**src/core/bbd_pkg.sv**
```systemverilog
// package for the branch, bit and read-modify-write decode block
package bbd_pkg;

  // register word offsets on the wishbone bus
  localparam logic [7:0] BBD_OFS_CTRL   = 8'h00;
  localparam logic [7:0] BBD_OFS_OPND   = 8'h04;
  localparam logic [7:0] BBD_OFS_PC     = 8'h08;
  localparam logic [7:0] BBD_OFS_CCR    = 8'h0C;
  localparam logic [7:0] BBD_OFS_STATUS = 8'h10;
  localparam logic [7:0] BBD_OFS_RESULT = 8'h14;

  // control word fields
  localparam int BBD_CTRL_START_BIT = 8;

  // status and result word fields
  localparam int BBD_STS_BUSY    = 0;
  localparam int BBD_STS_DONE    = 1;
  localparam int BBD_STS_TAKEN   = 2;
  localparam int BBD_STS_ILLEGAL = 3;
  localparam int BBD_STS_BYTES   = 4;
  localparam int BBD_STS_CYCLES  = 8;
  localparam int BBD_STS_IRQ     = 12;
  localparam int BBD_RES_PC      = 0;
  localparam int BBD_RES_BYTE    = 16;

  // condition code bit positions
  localparam int BBD_CCR_C = 0;
  localparam int BBD_CCR_Z = 1;
  localparam int BBD_CCR_N = 2;
  localparam int BBD_CCR_I = 3;
  localparam int BBD_CCR_H = 4;

  // reset values
  localparam logic [4:0]  BBD_CCR_RST = 5'h08;
  localparam logic [7:0]  BBD_OP_RST  = 8'h9D;
  localparam logic [15:0] BBD_PC_RST  = 16'h0000;

  // opcodes and opcode groups
  localparam logic [3:0] BBD_HI_BTB   = 4'h0;
  localparam logic [3:0] BBD_HI_BSC   = 4'h1;
  localparam logic [3:0] BBD_HI_REL   = 4'h2;
  localparam logic [3:0] BBD_HI_DIR   = 4'h3;
  localparam logic [3:0] BBD_HI_INHA  = 4'h4;
  localparam logic [3:0] BBD_HI_INHX  = 4'h5;
  localparam logic [3:0] BBD_HI_IX1   = 4'h6;
  localparam logic [3:0] BBD_HI_IX    = 4'h7;
  localparam logic [3:0] BBD_LO_ROL   = 4'h9;
  localparam logic [3:0] BBD_LO_ROR   = 4'h6;
  localparam logic [3:0] BBD_LO_TST   = 4'hD;
  localparam logic [7:0] BBD_OP_SEI   = 8'h9B;
  localparam logic [7:0] BBD_OP_CLI   = 8'h9A;

  // cycle counts
  localparam logic [3:0] BBD_CYC_REL    = 4'h3;
  localparam logic [3:0] BBD_CYC_BTB    = 4'h5;
  localparam logic [3:0] BBD_CYC_BSC    = 4'h5;
  localparam logic [3:0] BBD_CYC_RMW_IN = 4'h3;
  localparam logic [3:0] BBD_CYC_RMW_M  = 4'h5;
  localparam logic [3:0] BBD_CYC_RMW_X1 = 4'h6;
  localparam logic [3:0] BBD_CYC_MASK   = 4'h2;
  localparam logic [3:0] BBD_CYC_TST_RB = 4'h1;

  // byte counts
  localparam logic [1:0] BBD_LEN_1 = 2'h1;
  localparam logic [1:0] BBD_LEN_2 = 2'h2;
  localparam logic [1:0] BBD_LEN_3 = 2'h3;

  typedef enum logic [2:0] {
    BBD_CLS_REL  = 3'h0,
    BBD_CLS_BTB  = 3'h1,
    BBD_CLS_BSC  = 3'h2,
    BBD_CLS_ROL  = 3'h3,
    BBD_CLS_ROR  = 3'h4,
    BBD_CLS_TST  = 3'h5,
    BBD_CLS_MASK = 3'h6
  } bbd_cls_type;

  typedef enum logic [1:0] {
    BBD_ST_IDLE = 2'b01,
    BBD_ST_EXEC = 2'b10
  } bbd_state_type;

  typedef struct packed {
    logic        valid;
    bbd_cls_type cls;
    logic [3:0]  cycles;
    logic [1:0]  bytes;
  } bbd_dec_type;

  typedef struct packed {
    logic        cyc;
    logic        stb;
    logic        we;
    logic [7:0]  adr;
    logic [3:0]  sel;
    logic [31:0] dat;
  } bbd_wb_req_type;

  typedef struct packed {
    logic        ack;
    logic [31:0] dat;
  } bbd_wb_rsp_type;

endpackage

```
**src/core/bbd_core.sv**
```systemverilog
// decode and timed execution of branch, bit, rotate, test and mask opcodes
// Behaviour
// - 0x22 higher, 0x23 lower-or-same, 2 bytes, 3 cycles
// - 0x24 carry clear, 0x25 carry set, 3 cycles
// - 0x28/0x29 branch on half-carry clear/set
// - 0x2C/0x2D branch on mask clear/set
// - 0x2E/0x2F branch on irq line low/high
// - bit-high branch opcode 2n, 3 bytes, 5 cycles
// - bit-low branch opcode 01+2n, 3 bytes, 5 cycles
// - bit set 10+2n, clear 11+2n, 5 cycles
// - rotate left opcodes 49/59/39/79/69, 3/3/5/5/6 cycles
// - rotate right 46/56/36/76/66, 3/3/5/5/6 cycles
// - test 4D/5D/3D/7D/6D, memory forms one cycle less
// - 9B sets, 9A clears mask, 2 cycles
//
// The Wishbone register port and the register offsets were decided locally.
module bbd_core
  import bbd_pkg::*;
(
  // clock, reset and enable
  input  wire logic                    clk_sys_i,
  input  wire logic                    rst_i,
  input  wire logic                    ce_i,
  // external interrupt line pin
  input  wire logic                    irq_line_i,
  // wishbone slave
  input  wire bbd_pkg::bbd_wb_req_type wb_req_i,
  output bbd_pkg::bbd_wb_rsp_type       wb_rsp_o,
  // execution status
  output logic                         busy_o,
  output logic                         done_o
);
  import bbd_pkg::*;

  typedef struct packed {
    bbd_state_type  st;
    logic [2:0]     irq_sync;
    logic           irq_lvl;
    logic [7:0]     op;
    logic [31:0]    opnd;
    logic [15:0]    pc;
    logic [4:0]     ccr;
    logic [3:0]     cnt;
    bbd_dec_type    dec;
    logic           done;
    logic           illegal;
    logic           taken;
    logic [15:0]    next_pc;
    logic [7:0]     res;
    bbd_wb_rsp_type rsp;
  } bbd_regs_type;

  bbd_regs_type q;
  bbd_regs_type d;

  // idle, mask set, fetch address and operands cleared
  localparam bbd_regs_type REGS_RST = '{
    st:       BBD_ST_IDLE,
    irq_sync: 3'h0,
    irq_lvl:  1'b0,
    op:       BBD_OP_RST,
    opnd:     32'h0000_0000,
    pc:       BBD_PC_RST,
    ccr:      BBD_CCR_RST,
    cnt:      4'h0,
    dec:      '{valid: 1'b0, cls: BBD_CLS_REL, cycles: 4'h0, bytes: 2'h0},
    done:     1'b0,
    illegal:  1'b0,
    taken:    1'b0,
    next_pc:  BBD_PC_RST,
    res:      8'h00,
    rsp:      '{ack: 1'b0, dat: 32'h0000_0000}
  };

  function automatic logic [31:0] merge(input logic [31:0] old, input logic [31:0] nw, input logic [3:0] sel);
    logic [31:0] r;
    r = old;
    for (int b = 0; b < 4; b++) begin
      if (sel[b]) begin
        r[8*b +: 8] = nw[8*b +: 8];
      end
    end
    return r;
  endfunction

  function automatic bbd_dec_type decode(input logic [7:0] op);
    bbd_dec_type r;
    logic [3:0]  cyc;
    logic [1:0]  len;
    r = '{valid: 1'b0, cls: BBD_CLS_REL, cycles: BBD_CYC_REL, bytes: BBD_LEN_2};
    cyc = BBD_CYC_RMW_IN;
    len = BBD_LEN_1;
    unique case (op[7:4])
      BBD_HI_INHA, BBD_HI_INHX: begin
        cyc = BBD_CYC_RMW_IN;
        len = BBD_LEN_1;
      end
      BBD_HI_DIR: begin
        cyc = BBD_CYC_RMW_M;
        len = BBD_LEN_2;
      end
      BBD_HI_IX: begin
        cyc = BBD_CYC_RMW_M;
        len = BBD_LEN_1;
      end
      BBD_HI_IX1: begin
        cyc = BBD_CYC_RMW_X1;
        len = BBD_LEN_2;
      end
      default: begin
        cyc = BBD_CYC_RMW_IN;
        len = BBD_LEN_1;
      end
    endcase
    if (op[7:4] == BBD_HI_REL) begin
      r = '{valid: 1'b1, cls: BBD_CLS_REL, cycles: BBD_CYC_REL, bytes: BBD_LEN_2};
    end else if (op[7:4] == BBD_HI_BTB) begin
      r = '{valid: 1'b1, cls: BBD_CLS_BTB, cycles: BBD_CYC_BTB, bytes: BBD_LEN_3};
    end else if (op[7:4] == BBD_HI_BSC) begin
      r = '{valid: 1'b1, cls: BBD_CLS_BSC, cycles: BBD_CYC_BSC, bytes: BBD_LEN_2};
    end else if (op == BBD_OP_SEI || op == BBD_OP_CLI) begin
      r = '{valid: 1'b1, cls: BBD_CLS_MASK, cycles: BBD_CYC_MASK, bytes: BBD_LEN_1};
    end else if (op[7:4] inside {BBD_HI_INHA, BBD_HI_INHX, BBD_HI_DIR, BBD_HI_IX, BBD_HI_IX1}) begin
      if (op[3:0] == BBD_LO_ROL) begin
        r = '{valid: 1'b1, cls: BBD_CLS_ROL, cycles: cyc, bytes: len};
      end else if (op[3:0] == BBD_LO_ROR) begin
        r = '{valid: 1'b1, cls: BBD_CLS_ROR, cycles: cyc, bytes: len};
      end else if (op[3:0] == BBD_LO_TST) begin
        // memory forms skip the write-back cycle
        r = '{valid: 1'b1, cls: BBD_CLS_TST, cycles: cyc, bytes: len};
        if (cyc != BBD_CYC_RMW_IN) begin
          r.cycles = cyc - BBD_CYC_TST_RB;
        end
      end
    end
    return r;
  endfunction

  // condition for the relative group: op[3:1] picks, op[0] inverts
  function automatic logic rel_cond(input logic [7:0] op, input logic [4:0] ccr, input logic irq);
    logic c;
    unique case (op[3:1])
      3'h0: c = 1'b1;
      3'h1: c = ~(ccr[BBD_CCR_C] | ccr[BBD_CCR_Z]);
      3'h2: c = ~ccr[BBD_CCR_C];
      3'h3: c = ~ccr[BBD_CCR_Z];
      3'h4: c = ~ccr[BBD_CCR_H];
      3'h5: c = ~ccr[BBD_CCR_N];
      3'h6: c = ~ccr[BBD_CCR_I];
      3'h7: c = ~irq;
      default: c = 1'b0;
    endcase
    return op[0] ? ~c : c;
  endfunction

  logic        wb_hit;
  logic        start;
  logic [31:0] wr_word;
  logic [31:0] rd_word;
  logic [7:0]  data;
  logic [7:0]  offs;
  logic        bit_val;
  logic        tk;
  logic [15:0] seq_pc;

  always_comb begin
    d = q;
    wb_hit = wb_req_i.cyc & wb_req_i.stb & ~q.rsp.ack;
    start = 1'b0;
    wr_word = 32'h0000_0000;
    rd_word = 32'h0000_0000;
    data = q.opnd[23:16];
    offs = 8'h00;
    bit_val = 1'b0;
    tk = 1'b0;
    seq_pc = 16'h0000;

    // irq pin: three stages, level moves once stages two and three agree
    d.irq_sync = {q.irq_sync[1:0], irq_line_i};
    if (q.irq_sync[1] == q.irq_sync[2]) begin
      d.irq_lvl = q.irq_sync[2];
    end

    // wishbone: ack one cycle after the request, dropped the cycle after
    d.rsp.ack = wb_hit;
    unique case (wb_req_i.adr)
      BBD_OFS_CTRL:   rd_word = {23'h0, 1'b0, q.op};
      BBD_OFS_OPND:   rd_word = q.opnd;
      BBD_OFS_PC:     rd_word = {16'h0000, q.pc};
      BBD_OFS_CCR:    rd_word = {27'h0, q.ccr};
      BBD_OFS_STATUS: begin
        rd_word[BBD_STS_BUSY]        = (q.st == BBD_ST_EXEC);
        rd_word[BBD_STS_DONE]        = q.done;
        rd_word[BBD_STS_TAKEN]       = q.taken;
        rd_word[BBD_STS_ILLEGAL]     = q.illegal;
        rd_word[BBD_STS_BYTES +: 2]  = q.dec.bytes;
        rd_word[BBD_STS_CYCLES +: 4] = q.dec.cycles;
        rd_word[BBD_STS_IRQ]         = q.irq_lvl;
      end
      BBD_OFS_RESULT: begin
        rd_word[BBD_RES_PC +: 16]    = q.next_pc;
        rd_word[BBD_RES_BYTE +: 8]   = q.res;
      end
      default:        rd_word = 32'h0000_0000;
    endcase
    d.rsp.dat = wb_hit ? rd_word : q.rsp.dat;

    // software writes are refused while an instruction executes
    if (wb_hit && wb_req_i.we && q.st == BBD_ST_IDLE) begin
      unique case (wb_req_i.adr)
        BBD_OFS_CTRL: begin
          wr_word = merge({23'h0, 1'b0, q.op}, wb_req_i.dat, wb_req_i.sel);
          d.op = wr_word[7:0];
          start = wr_word[BBD_CTRL_START_BIT] & wb_req_i.sel[1];
        end
        BBD_OFS_OPND: d.opnd = merge(q.opnd, wb_req_i.dat, wb_req_i.sel);
        BBD_OFS_PC: begin
          wr_word = merge({16'h0000, q.pc}, wb_req_i.dat, wb_req_i.sel);
          d.pc = wr_word[15:0];
        end
        BBD_OFS_CCR: begin
          wr_word = merge({27'h0, q.ccr}, wb_req_i.dat, wb_req_i.sel);
          d.ccr = wr_word[4:0];
        end
        default: begin
        end
      endcase
    end

    unique case (q.st)
      BBD_ST_IDLE: begin
        if (start) begin
          d.dec = decode(d.op);
          d.done = 1'b0;
          d.taken = 1'b0;
          d.illegal = ~d.dec.valid;
          if (d.dec.valid) begin
            d.cnt = d.dec.cycles - 4'h1;
            d.st = BBD_ST_EXEC;
          end else begin
            d.done = 1'b1;
          end
        end
      end
      BBD_ST_EXEC: begin
        if (q.cnt != 4'h0) begin
          d.cnt = q.cnt - 4'h1;
        end else begin
          d.st = BBD_ST_IDLE;
          d.done = 1'b1;
          seq_pc = q.pc + {14'h0000, q.dec.bytes};
          d.next_pc = seq_pc;
          d.res = data;
          unique case (q.dec.cls)
            BBD_CLS_REL: begin
              tk = rel_cond(q.op, q.ccr, q.irq_lvl);
              offs = q.opnd[7:0];
            end
            BBD_CLS_BTB: begin
              // byte one holds the branch offset, data (byte two) holds what was read
              bit_val = data[q.op[3:1]];
              tk = q.op[0] ? ~bit_val : bit_val;
              offs = q.opnd[15:8];
              d.ccr[BBD_CCR_C] = bit_val;
            end
            BBD_CLS_BSC: d.res[q.op[3:1]] = ~q.op[0];
            BBD_CLS_ROL: begin
              d.res = {data[6:0], q.ccr[BBD_CCR_C]};
              d.ccr[BBD_CCR_C] = data[7];
            end
            BBD_CLS_ROR: begin
              d.res = {q.ccr[BBD_CCR_C], data[7:1]};
              d.ccr[BBD_CCR_C] = data[0];
            end
            BBD_CLS_TST: d.res = data;
            BBD_CLS_MASK: d.ccr[BBD_CCR_I] = (q.op == BBD_OP_SEI);
            default: begin
            end
          endcase
          if (q.dec.cls inside {BBD_CLS_ROL, BBD_CLS_ROR, BBD_CLS_TST}) begin
            d.ccr[BBD_CCR_N] = d.res[7];
            d.ccr[BBD_CCR_Z] = (d.res == 8'h00);
          end
          // cycle count already spent; only the target depends on the outcome
          d.taken = tk;
          if (tk) begin
            d.next_pc = seq_pc + {{8{offs[7]}}, offs};
          end
        end
      end
      default: d.st = BBD_ST_IDLE;
    endcase
  end

  always_ff @(posedge clk_sys_i) begin
    if (rst_i) begin
      q <= REGS_RST;
    end else if (ce_i) begin
      q <= d;
    end
  end

  assign wb_rsp_o = q.rsp;
  assign busy_o   = q.st[1];
  assign done_o   = q.done;

endmodule

```
**config.mk**
```make
export PLATFORM = sky130hd
export DESIGN_NAME = bbd_core
export DESIGN_NICKNAME = d
export VERILOG_FILES = /design/src/core/bbd_pkg.sv /design/src/core/bbd_core.sv
export SDC_FILE = /design/constraint.sdc
export NUM_CORES = 1
export LEC_CHECK = 0
export BUFFER_PORTS_ARGS = -buffer_cell sky130_fd_sc_hd__buf_2
export CORE_MARGIN = 2
export CORE_UTILIZATION = 60
export DETAILED_ROUTE_END_ITERATION = 10
export PLACE_DENSITY = 0.78
export SYNTH_ARGS = -nofsm -noshare
export SYNTH_HDL_FRONTEND = slang
export SYNTH_SLANG_ARGS = --single-unit
```
**constraint.sdc**
```tcl
create_clock -name clk_sys_i -period 4.2 [get_ports clk_sys_i]
set_clock_uncertainty 0.05 [all_clocks]
set_input_delay 0.21 -clock clk_sys_i [delete_from_list [all_inputs] [get_ports clk_sys_i]]
set_output_delay 0.21 -clock clk_sys_i [all_outputs]
set_load 0.03 [all_outputs]
```
== Word-level counts from Yosys, hierarchy flattened ==
Cells that the tools add are included.

* Bits of input ports: 51
* Word-level logic and storage cells: 193
* Output and inout bits: 35
* Register bits after elaboration: 141

* Bitwise logic cells: 17
* Order comparisons: 2
* Add/sub/neg operators: 5
* Multiplexer cells: 77
* Equal/unequal tests: 39
* Reduce and logical (&&, ||, !) cells: 29

{| class="wikitable"
|+ Operators with widths
! cell !! number
|-
| 2-to-1 mux 8 bit || 13
|-
| 2-to-1 mux 10 bit || 10
|-
| 2-to-1 mux 61 bit || 1
|-
| case mux 6 bit (6 select lines) || 1
|-
| AND reduction 4 bit || 9
|-
| case mux 11 bit (3 select lines) || 1
|-
| 2-to-1 mux 16 bit || 2
|-
| 2-to-1 mux 32 bit || 1
|-
| 2-to-1 mux 4 bit || 7
|-
| 2-to-1 mux 25 bit || 1
|-
| equality test 8 bit, second input constant || 3
|-
| case mux 8 bit (3 select lines) || 1
|-
| equality test 3 bit, second input constant || 7
|-
| equality test 4 x 3 -> 1 bit, second input constant || 5
|-
| case mux 5 bit (4 select lines) || 1
|-
| 2-to-1 mux 1 bit || 17
|-
| 2-to-1 mux 17 bit || 1
|-
| adder 16 bit || 1
|-
| adder 16 x 2 -> 16 bit || 1
|-
| equality test 8 x 4 -> 1 bit, second input constant || 2
|-
| equality test 8 x 5 -> 1 bit, second input constant || 2
|-
| logical NOT 8 bit || 2
|-
| case mux 8 bit (2 select lines) || 1
|-
| inverter 1 bit || 13
|-
| 41 further kinds || 66
|}

== Longest topological paths before layout ==
* Depth in word-level cells: 26
* Mapped depth: 17
* Depth with buffers taken out: 16

== Worst setup path after synthesis ==
OpenSTA, ideal clock, no wires.

* Kind: reg-to-reg
* Start point: register q (netlist bit busy_o)
* End point: register q[72] (netlist name)
* Clock period less this slack: 3.689 ns
* Data required time: 4.020 ns
* Data arrival time: 3.509 ns
* Stages on the path, launching flop included: 15
* Setup time: 0.130 ns
* Slack: 0.511 ns
* Buffers on the path: 1
* Cells stage by stage: dfxtp_1 -> nor2b_1 -> and3_1 -> nand3_1 -> buf_2 -> mux2_2 -> or3b_2 -> ha_1 -> a221o_1 -> a221oi_4 -> inv_1 -> ha_1 -> xnor2_1 -> a21oi_1 -> o32ai_1

* Cells in the longest elaborated chain, start to end: 24
* Elaborated cells between the ends (all ways): 46
* Classes of those cells: add/sub (2); eq/ne (18); mux (19); reduce/logical (7)

{| class="wikitable"
|+ Ends and longest elaborated chain
! item !! RTL line !! source
|-
| start: declaration || bbd_core.sv:53 || <nowiki>bbd_regs_type q;</nowiki>
|-
| start signal: assignment || bbd_core.sv:297 || <nowiki>q <= REGS_RST;</nowiki>
|-
| start signal: assignment || bbd_core.sv:299 || <nowiki>q <= d;</nowiki>
|-
| equality test 2 x 1 -> 1 bit || bbd_core.sv:209, bbd_core.sv:230 ||
|-
| logical AND 1 bit || bbd_core.sv:209 || <nowiki>if (wb_hit && wb_req_i.we && q.st == BBD_ST_IDLE) begin</nowiki>
|-
| 2-to-1 mux 61 bit || bbd_core.sv:209 ||
|-
| equality test 4 x 2 -> 1 bit / equality test 4 x 3 -> 1 bit (equally long branches) || bbd_core.sv:93, bbd_core.sv:123 ||
|-
| OR reduction 2 bit (no source line) || -- ||
|-
| case mux 3 bit (2 select lines) || bbd_core.sv:93 || <nowiki>unique case (op[7:4])</nowiki>
|-
| 2-to-1 mux 4 bit || bbd_core.sv:232 || <nowiki>if (start) begin</nowiki>
|-
| 2-to-1 mux 4 bit || bbd_core.sv:230 || <nowiki>unique case (q.st)</nowiki>
|-
| [8 not listed] || -- ||
|-
| 2-to-1 mux 10 bit || bbd_core.sv:117 || <nowiki>end else if (op[7:4] == BBD_HI_BTB) begin</nowiki>
|-
| 2-to-1 mux 10 bit || bbd_core.sv:115 || <nowiki>if (op[7:4] == BBD_HI_REL) begin</nowiki>
|-
| 2-to-1 mux 10 bit || bbd_core.sv:232 ||
|-
| 2-to-1 mux 10 bit || bbd_core.sv:230 ||
|-
| subtractor 4 x 1 -> 4 bit || bbd_core.sv:238 || <nowiki>d.cnt = d.dec.cycles - 4'h1;</nowiki>
|-
| 2-to-1 mux 4 bit || bbd_core.sv:237 || <nowiki>if (d.dec.valid) begin</nowiki>
|-
| 2-to-1 mux 17 bit || bbd_core.sv:232 ||
|-
| case mux 4 bit (2 select lines) || bbd_core.sv:230 ||
|}

Several ways; a longest one is shown, not always the timed one. The select of a mux whose other input is x is not followed.
A chain may end at the register's enable or synchronous reset.

== Final worst setup path ==
* Start point: register q[79] (netlist name)
* End point: register q[56] (netlist name)

* Cells in the longest elaborated chain, start to end: 3

{| class="wikitable"
|+ Ends and longest elaborated chain
! item !! RTL line !! source
|-
| adder 16 x 2 -> 16 bit (*) || bbd_core.sv:251 || <nowiki>seq_pc = q.pc + {14'h0000, q.dec.bytes};</nowiki>
|-
| adder 16 bit || bbd_core.sv:287 || <nowiki>d.next_pc = seq_pc + {{8{offs[7]}}, offs};</nowiki>
|-
| 2-to-1 mux 16 bit (*) || bbd_core.sv:286 || <nowiki>if (tk) begin</nowiki>
|}

Every way passes the cells marked *; elsewhere a longest branch is shown, timed or not.

==> results.cfg <==
[outcome]
status = finished, final reports clean

[grt]
grt_antenna_before_repair = 0
grt_overflow = 0
grt_pass1_vias = 7232
grt_usage = 0.341
grt_max_degree = 78
grt_first_pass_wirelength_um = 39300

[layout]
diodes = 0
final_util = 0.684
ff_latch_area_sq_mm = 0.00280
drive_above_1_share = 0.148
synthToLayoutAreaGrowth_pct = 12.8
stdcell_area_sq_mm = 0.00939
multi_input_area_sq_mm = 0.00488
finalNetCount = 1178
fillCellCount = 1149

[floorplanning]
coreArea_sq_mm = 0.0137
initial_utilization = 0.606
rows = 43
die_w_um = 122
die_h_um = 122
pin_count = 86
dieArea_sq_mm = 0.0148

[flow_run]
drv_cap = 0

[pwr]
power_switching_mw = 0.694
p_seq_frac = 0.467
pwr-share-clk = 0.484
p_comb_frac = 0.050
p_sw_frac = 0.242
power_mw = 2.86
irDropWorstVdd_v = 0.000286
leakage_nw = 3.65
p_int_mw = 2.17
cellPowerDensity_mw_per_mm2 = 305

[clocking]
path_clk_slew_ns = 0.06
cts_max_level = 4
cts_buffer_depth = 2
root_buffer = clkbuf_16
cts_buffers = 17
cts_setup_buffers = 0
cts_tree = done
clock_latency_ns = 0.43
clock_sinks = 140

[timing]
fin_crit_ns = 3.91
setup_viol = 0
timing.fmax_ghz = 0.256
min_period_over_period = 0.931
worstMarginPinSlew_ns = 1.15
maxSlewHeadroom = 0.236
fin_tns_setup_ns = 0
rsz0062_at_grt = false
slew_violations = 0
finalHoldViolCount = 0

[synthesis]
synthAdderAreaFrac = 0.0409
synthXorXnorAreaFrac = 0.0274
synth_top_family_by_area = compound AO/OA/AOI/OAI gates
synth_cells = 1057
yosysWarnings = 0
synth_area_sq_mm = 0.00832
synth_top_area_frac = 0.337
synth_flop_cell = dfxtp_1
ys_async_sr_fraction = 0
avgSynthCellArea_sq_um = 7.87
synthTopCellsByArea = dfxtp_1 (34%), a21oi_1 (7.9%), nand2_1 (6.0%)
syn_nets = 1134
synth_edf_count = 0
synth_compound_area_frac = 0.236
yosys.area_share.simple = 0.222
seq_area_frac_synth = 0.337
ys_types = 71
synth_top_area_cell = dfxtp_1
synth_seq_cells = 140
synth_mux_area_frac = 0.0579

[critical_path]
r2r_setup_slack_ns = 0.29
start_kind = flop
crit_fanout = 4
timing.rr.start = q[79]$_SDFFE_PP0P_
cp.required_ns = 4.46
reg2reg_to = q[56]$_SDFFE_PP0P_
worstPathArrival_ns = 4.17
r2r_cells = 15
endpoint_kind = flop
critical_path_class = flop to flop

[placed_design]
place_area_sq_mm = 0.00859
gp_congestion = 1.01
portBuffers = 85
dp_hpwl_um = 17400

[drt]
vias = 8308
dr.pass1.iters = 7
wl_per_cell_um = 19.6
drt_iter0_drc = 1337
drc_errors = 0
wl_um = 25400
ant_nets = 0
routed_via_density = 6.42

[worst_hold_path]
min_to = data[2]$_SDFFE_PP0P_
min_from = wb_req_i[18]
worstHoldPathCells = 3
hp-class = primary input to flop
[layer usage]
layer	wire, um	vias up	global-route usage
li1	-	3893	-
met1	10800	3882	0.485
met2	11000	481	0.503
met3	3040	52	0.0983
met4	537	0	0.0963
met5	0	-	0
[critical path, cell delays in order (launching register included)]
cell and delay (ns):
dfxtp_1 0.38, ha_1 0.19, inv_1 0.05, fa_1 0.43, or3_1 0.45, nor2_1 0.15, xor2_1 0.10, ha_1 0.35
and3_1 0.21, o211ai_1 0.10, o21bai_1 0.19, and3_1 0.17, nor3_2 0.19, xor2_1 0.17, mux2_2 0.34, a211o_1 0.26
[metrics by stage]
stage | instances | hold WS (ns) | worst slack [ns]
after global placement | 1239 | 0.388 | 0.373
after CTS | 1294 | 0.0159 | 0.271
after floorplan | 1057 | 0.285 | 0.511
after detailed placement | 1239 | 0.391 | 0.307
after global routing | 1294 | 0.0519 | 0.0346
final | 1294 | 0.0192 | 0.290
[Yosys cell counts, types with 5 or more instances]
| master | instances |
|---|---|
| a31oi_1 | 6 |
| nand2_1 | 133 |
| xnor2_1 | 17 |
| a211oi_1 | 18 |
| or3_1 | 5 |
| a211o_1 | 5 |
| dfxtp_1 | 140 |
| o21ai_0 | 38 |
| nand3b_1 | 5 |
| nor3_1 | 16 |
| buf_2 | 10 |
| a21oi_1 | 131 |
| ha_1 | 24 |
| xor2_1 | 9 |
| and2_1 | 7 |
| a22oi_1 | 26 |
| a222oi_1 | 15 |
| nand3_1 | 57 |
| o21a_1 | 6 |
| a22o_1 | 5 |
| clkbuf_1 | 55 |
| and3_1 | 12 |
| buf_4 | 36 |
| nor4_1 | 7 |
| nor2_1 | 86 |
| nor3b_1 | 5 |
| inv_1 | 27 |
| o22ai_1 | 7 |
| nor2b_1 | 10 |
| nand4_1 | 7 |
| a21boi_0 | 9 |
| mux2i_1 | 29 |
| mux2_2 | 11 |
| nand2b_1 | 14 |
[layout by cell type, fill, tap and decap left out, drive strengths merged, types with 8 or more instances in the layout]
cell type	Yosys	final
and3	12	12
o21ai	38	38
clkbuf	55	20
dlygate4sd3	0	23
nand2b	14	14
a211oi	18	18
nor2b	10	10
ha	24	24
nor4	8	8
xor2	9	9
nand3	57	57
inv	27	29
nor2	87	87
a21boi	9	9
mux2i	30	30
dfxtp	140	140
mux2	11	11
a21oi	131	131
xnor2	17	17
nor3	16	16
nand2	133	133
a22oi	26	26
a222oi	15	15
and2	8	8
buf	50	107
[worst max path at each step]
| stage | startpoint | endpoint | slack, ns |
|---|---|---|---|
| floorplan | busy_o$_SDFFE_PP0P_ | q[72]$_SDFFE_PP0P_ | 0.51 |
| global placement | wb_req_i[38] | q[72]$_SDFFE_PP0P_ | 0.37 |
| detailed placement | q[79]$_SDFFE_PP0P_ | q[56]$_SDFFE_PP0P_ | 0.31 |
| CTS | q[79]$_SDFFE_PP0P_ | q[56]$_SDFFE_PP0P_ | 0.27 |
| global route | q[79]$_SDFFE_PP0P_ | q[56]$_SDFFE_PP0P_ | 0.03 |
| finish | q[79]$_SDFFE_PP0P_ | q[56]$_SDFFE_PP0P_ | 0.29 |
[power by group through the flow]
stage               logic (mW)  registers, mW  clock network, mW
floorplan               0.0683           1.36                  0
global placement         0.120           1.37                  0
detailed placement       0.120           1.37                  0
CTS                      0.137           1.34               1.39
global route             0.151           1.34               1.45
finish                   0.142           1.34               1.38
[flip-flops by register name, indices dropped and copies added (netlist names)]
register and flops:
d 2, wb_rsp_o 33, busy_o 1, q 95
data 8, done_o 1
[final cells by class]
type / count / share of cell area
clock buffers: 20 / 0.0487
clock inverters: 12 / 0.00973
inverters: 27 / 0.0108
multi-input cells: 785 / 0.520
flip-flops and latches: 140 / 0.299
well taps: 180 / 0.0240
repair buffers: 130 / 0.0877
[timing repair]
action	4_1_cts	5_1_grt
gates resized for setup	0	1
hold buffers	23	0
endpoints found under the hold margin	25	0
endpoints found under the setup margin	0	1
[kinds of logic after synthesis]
| kind of cell | count (synthesis) |
|---|---|
| AND/OR/NAND/NOR | 385 |
| AO/OA/AOI/OAI | 305 |
| flip-flops | 140 |
| buffers and inverters | 132 |
| multiplexers | 43 |
| XOR/XNOR | 26 |
| adder cells (fa/ha/maj) | 26 |
Note: power is estimated with default switching activity, not from simulation.
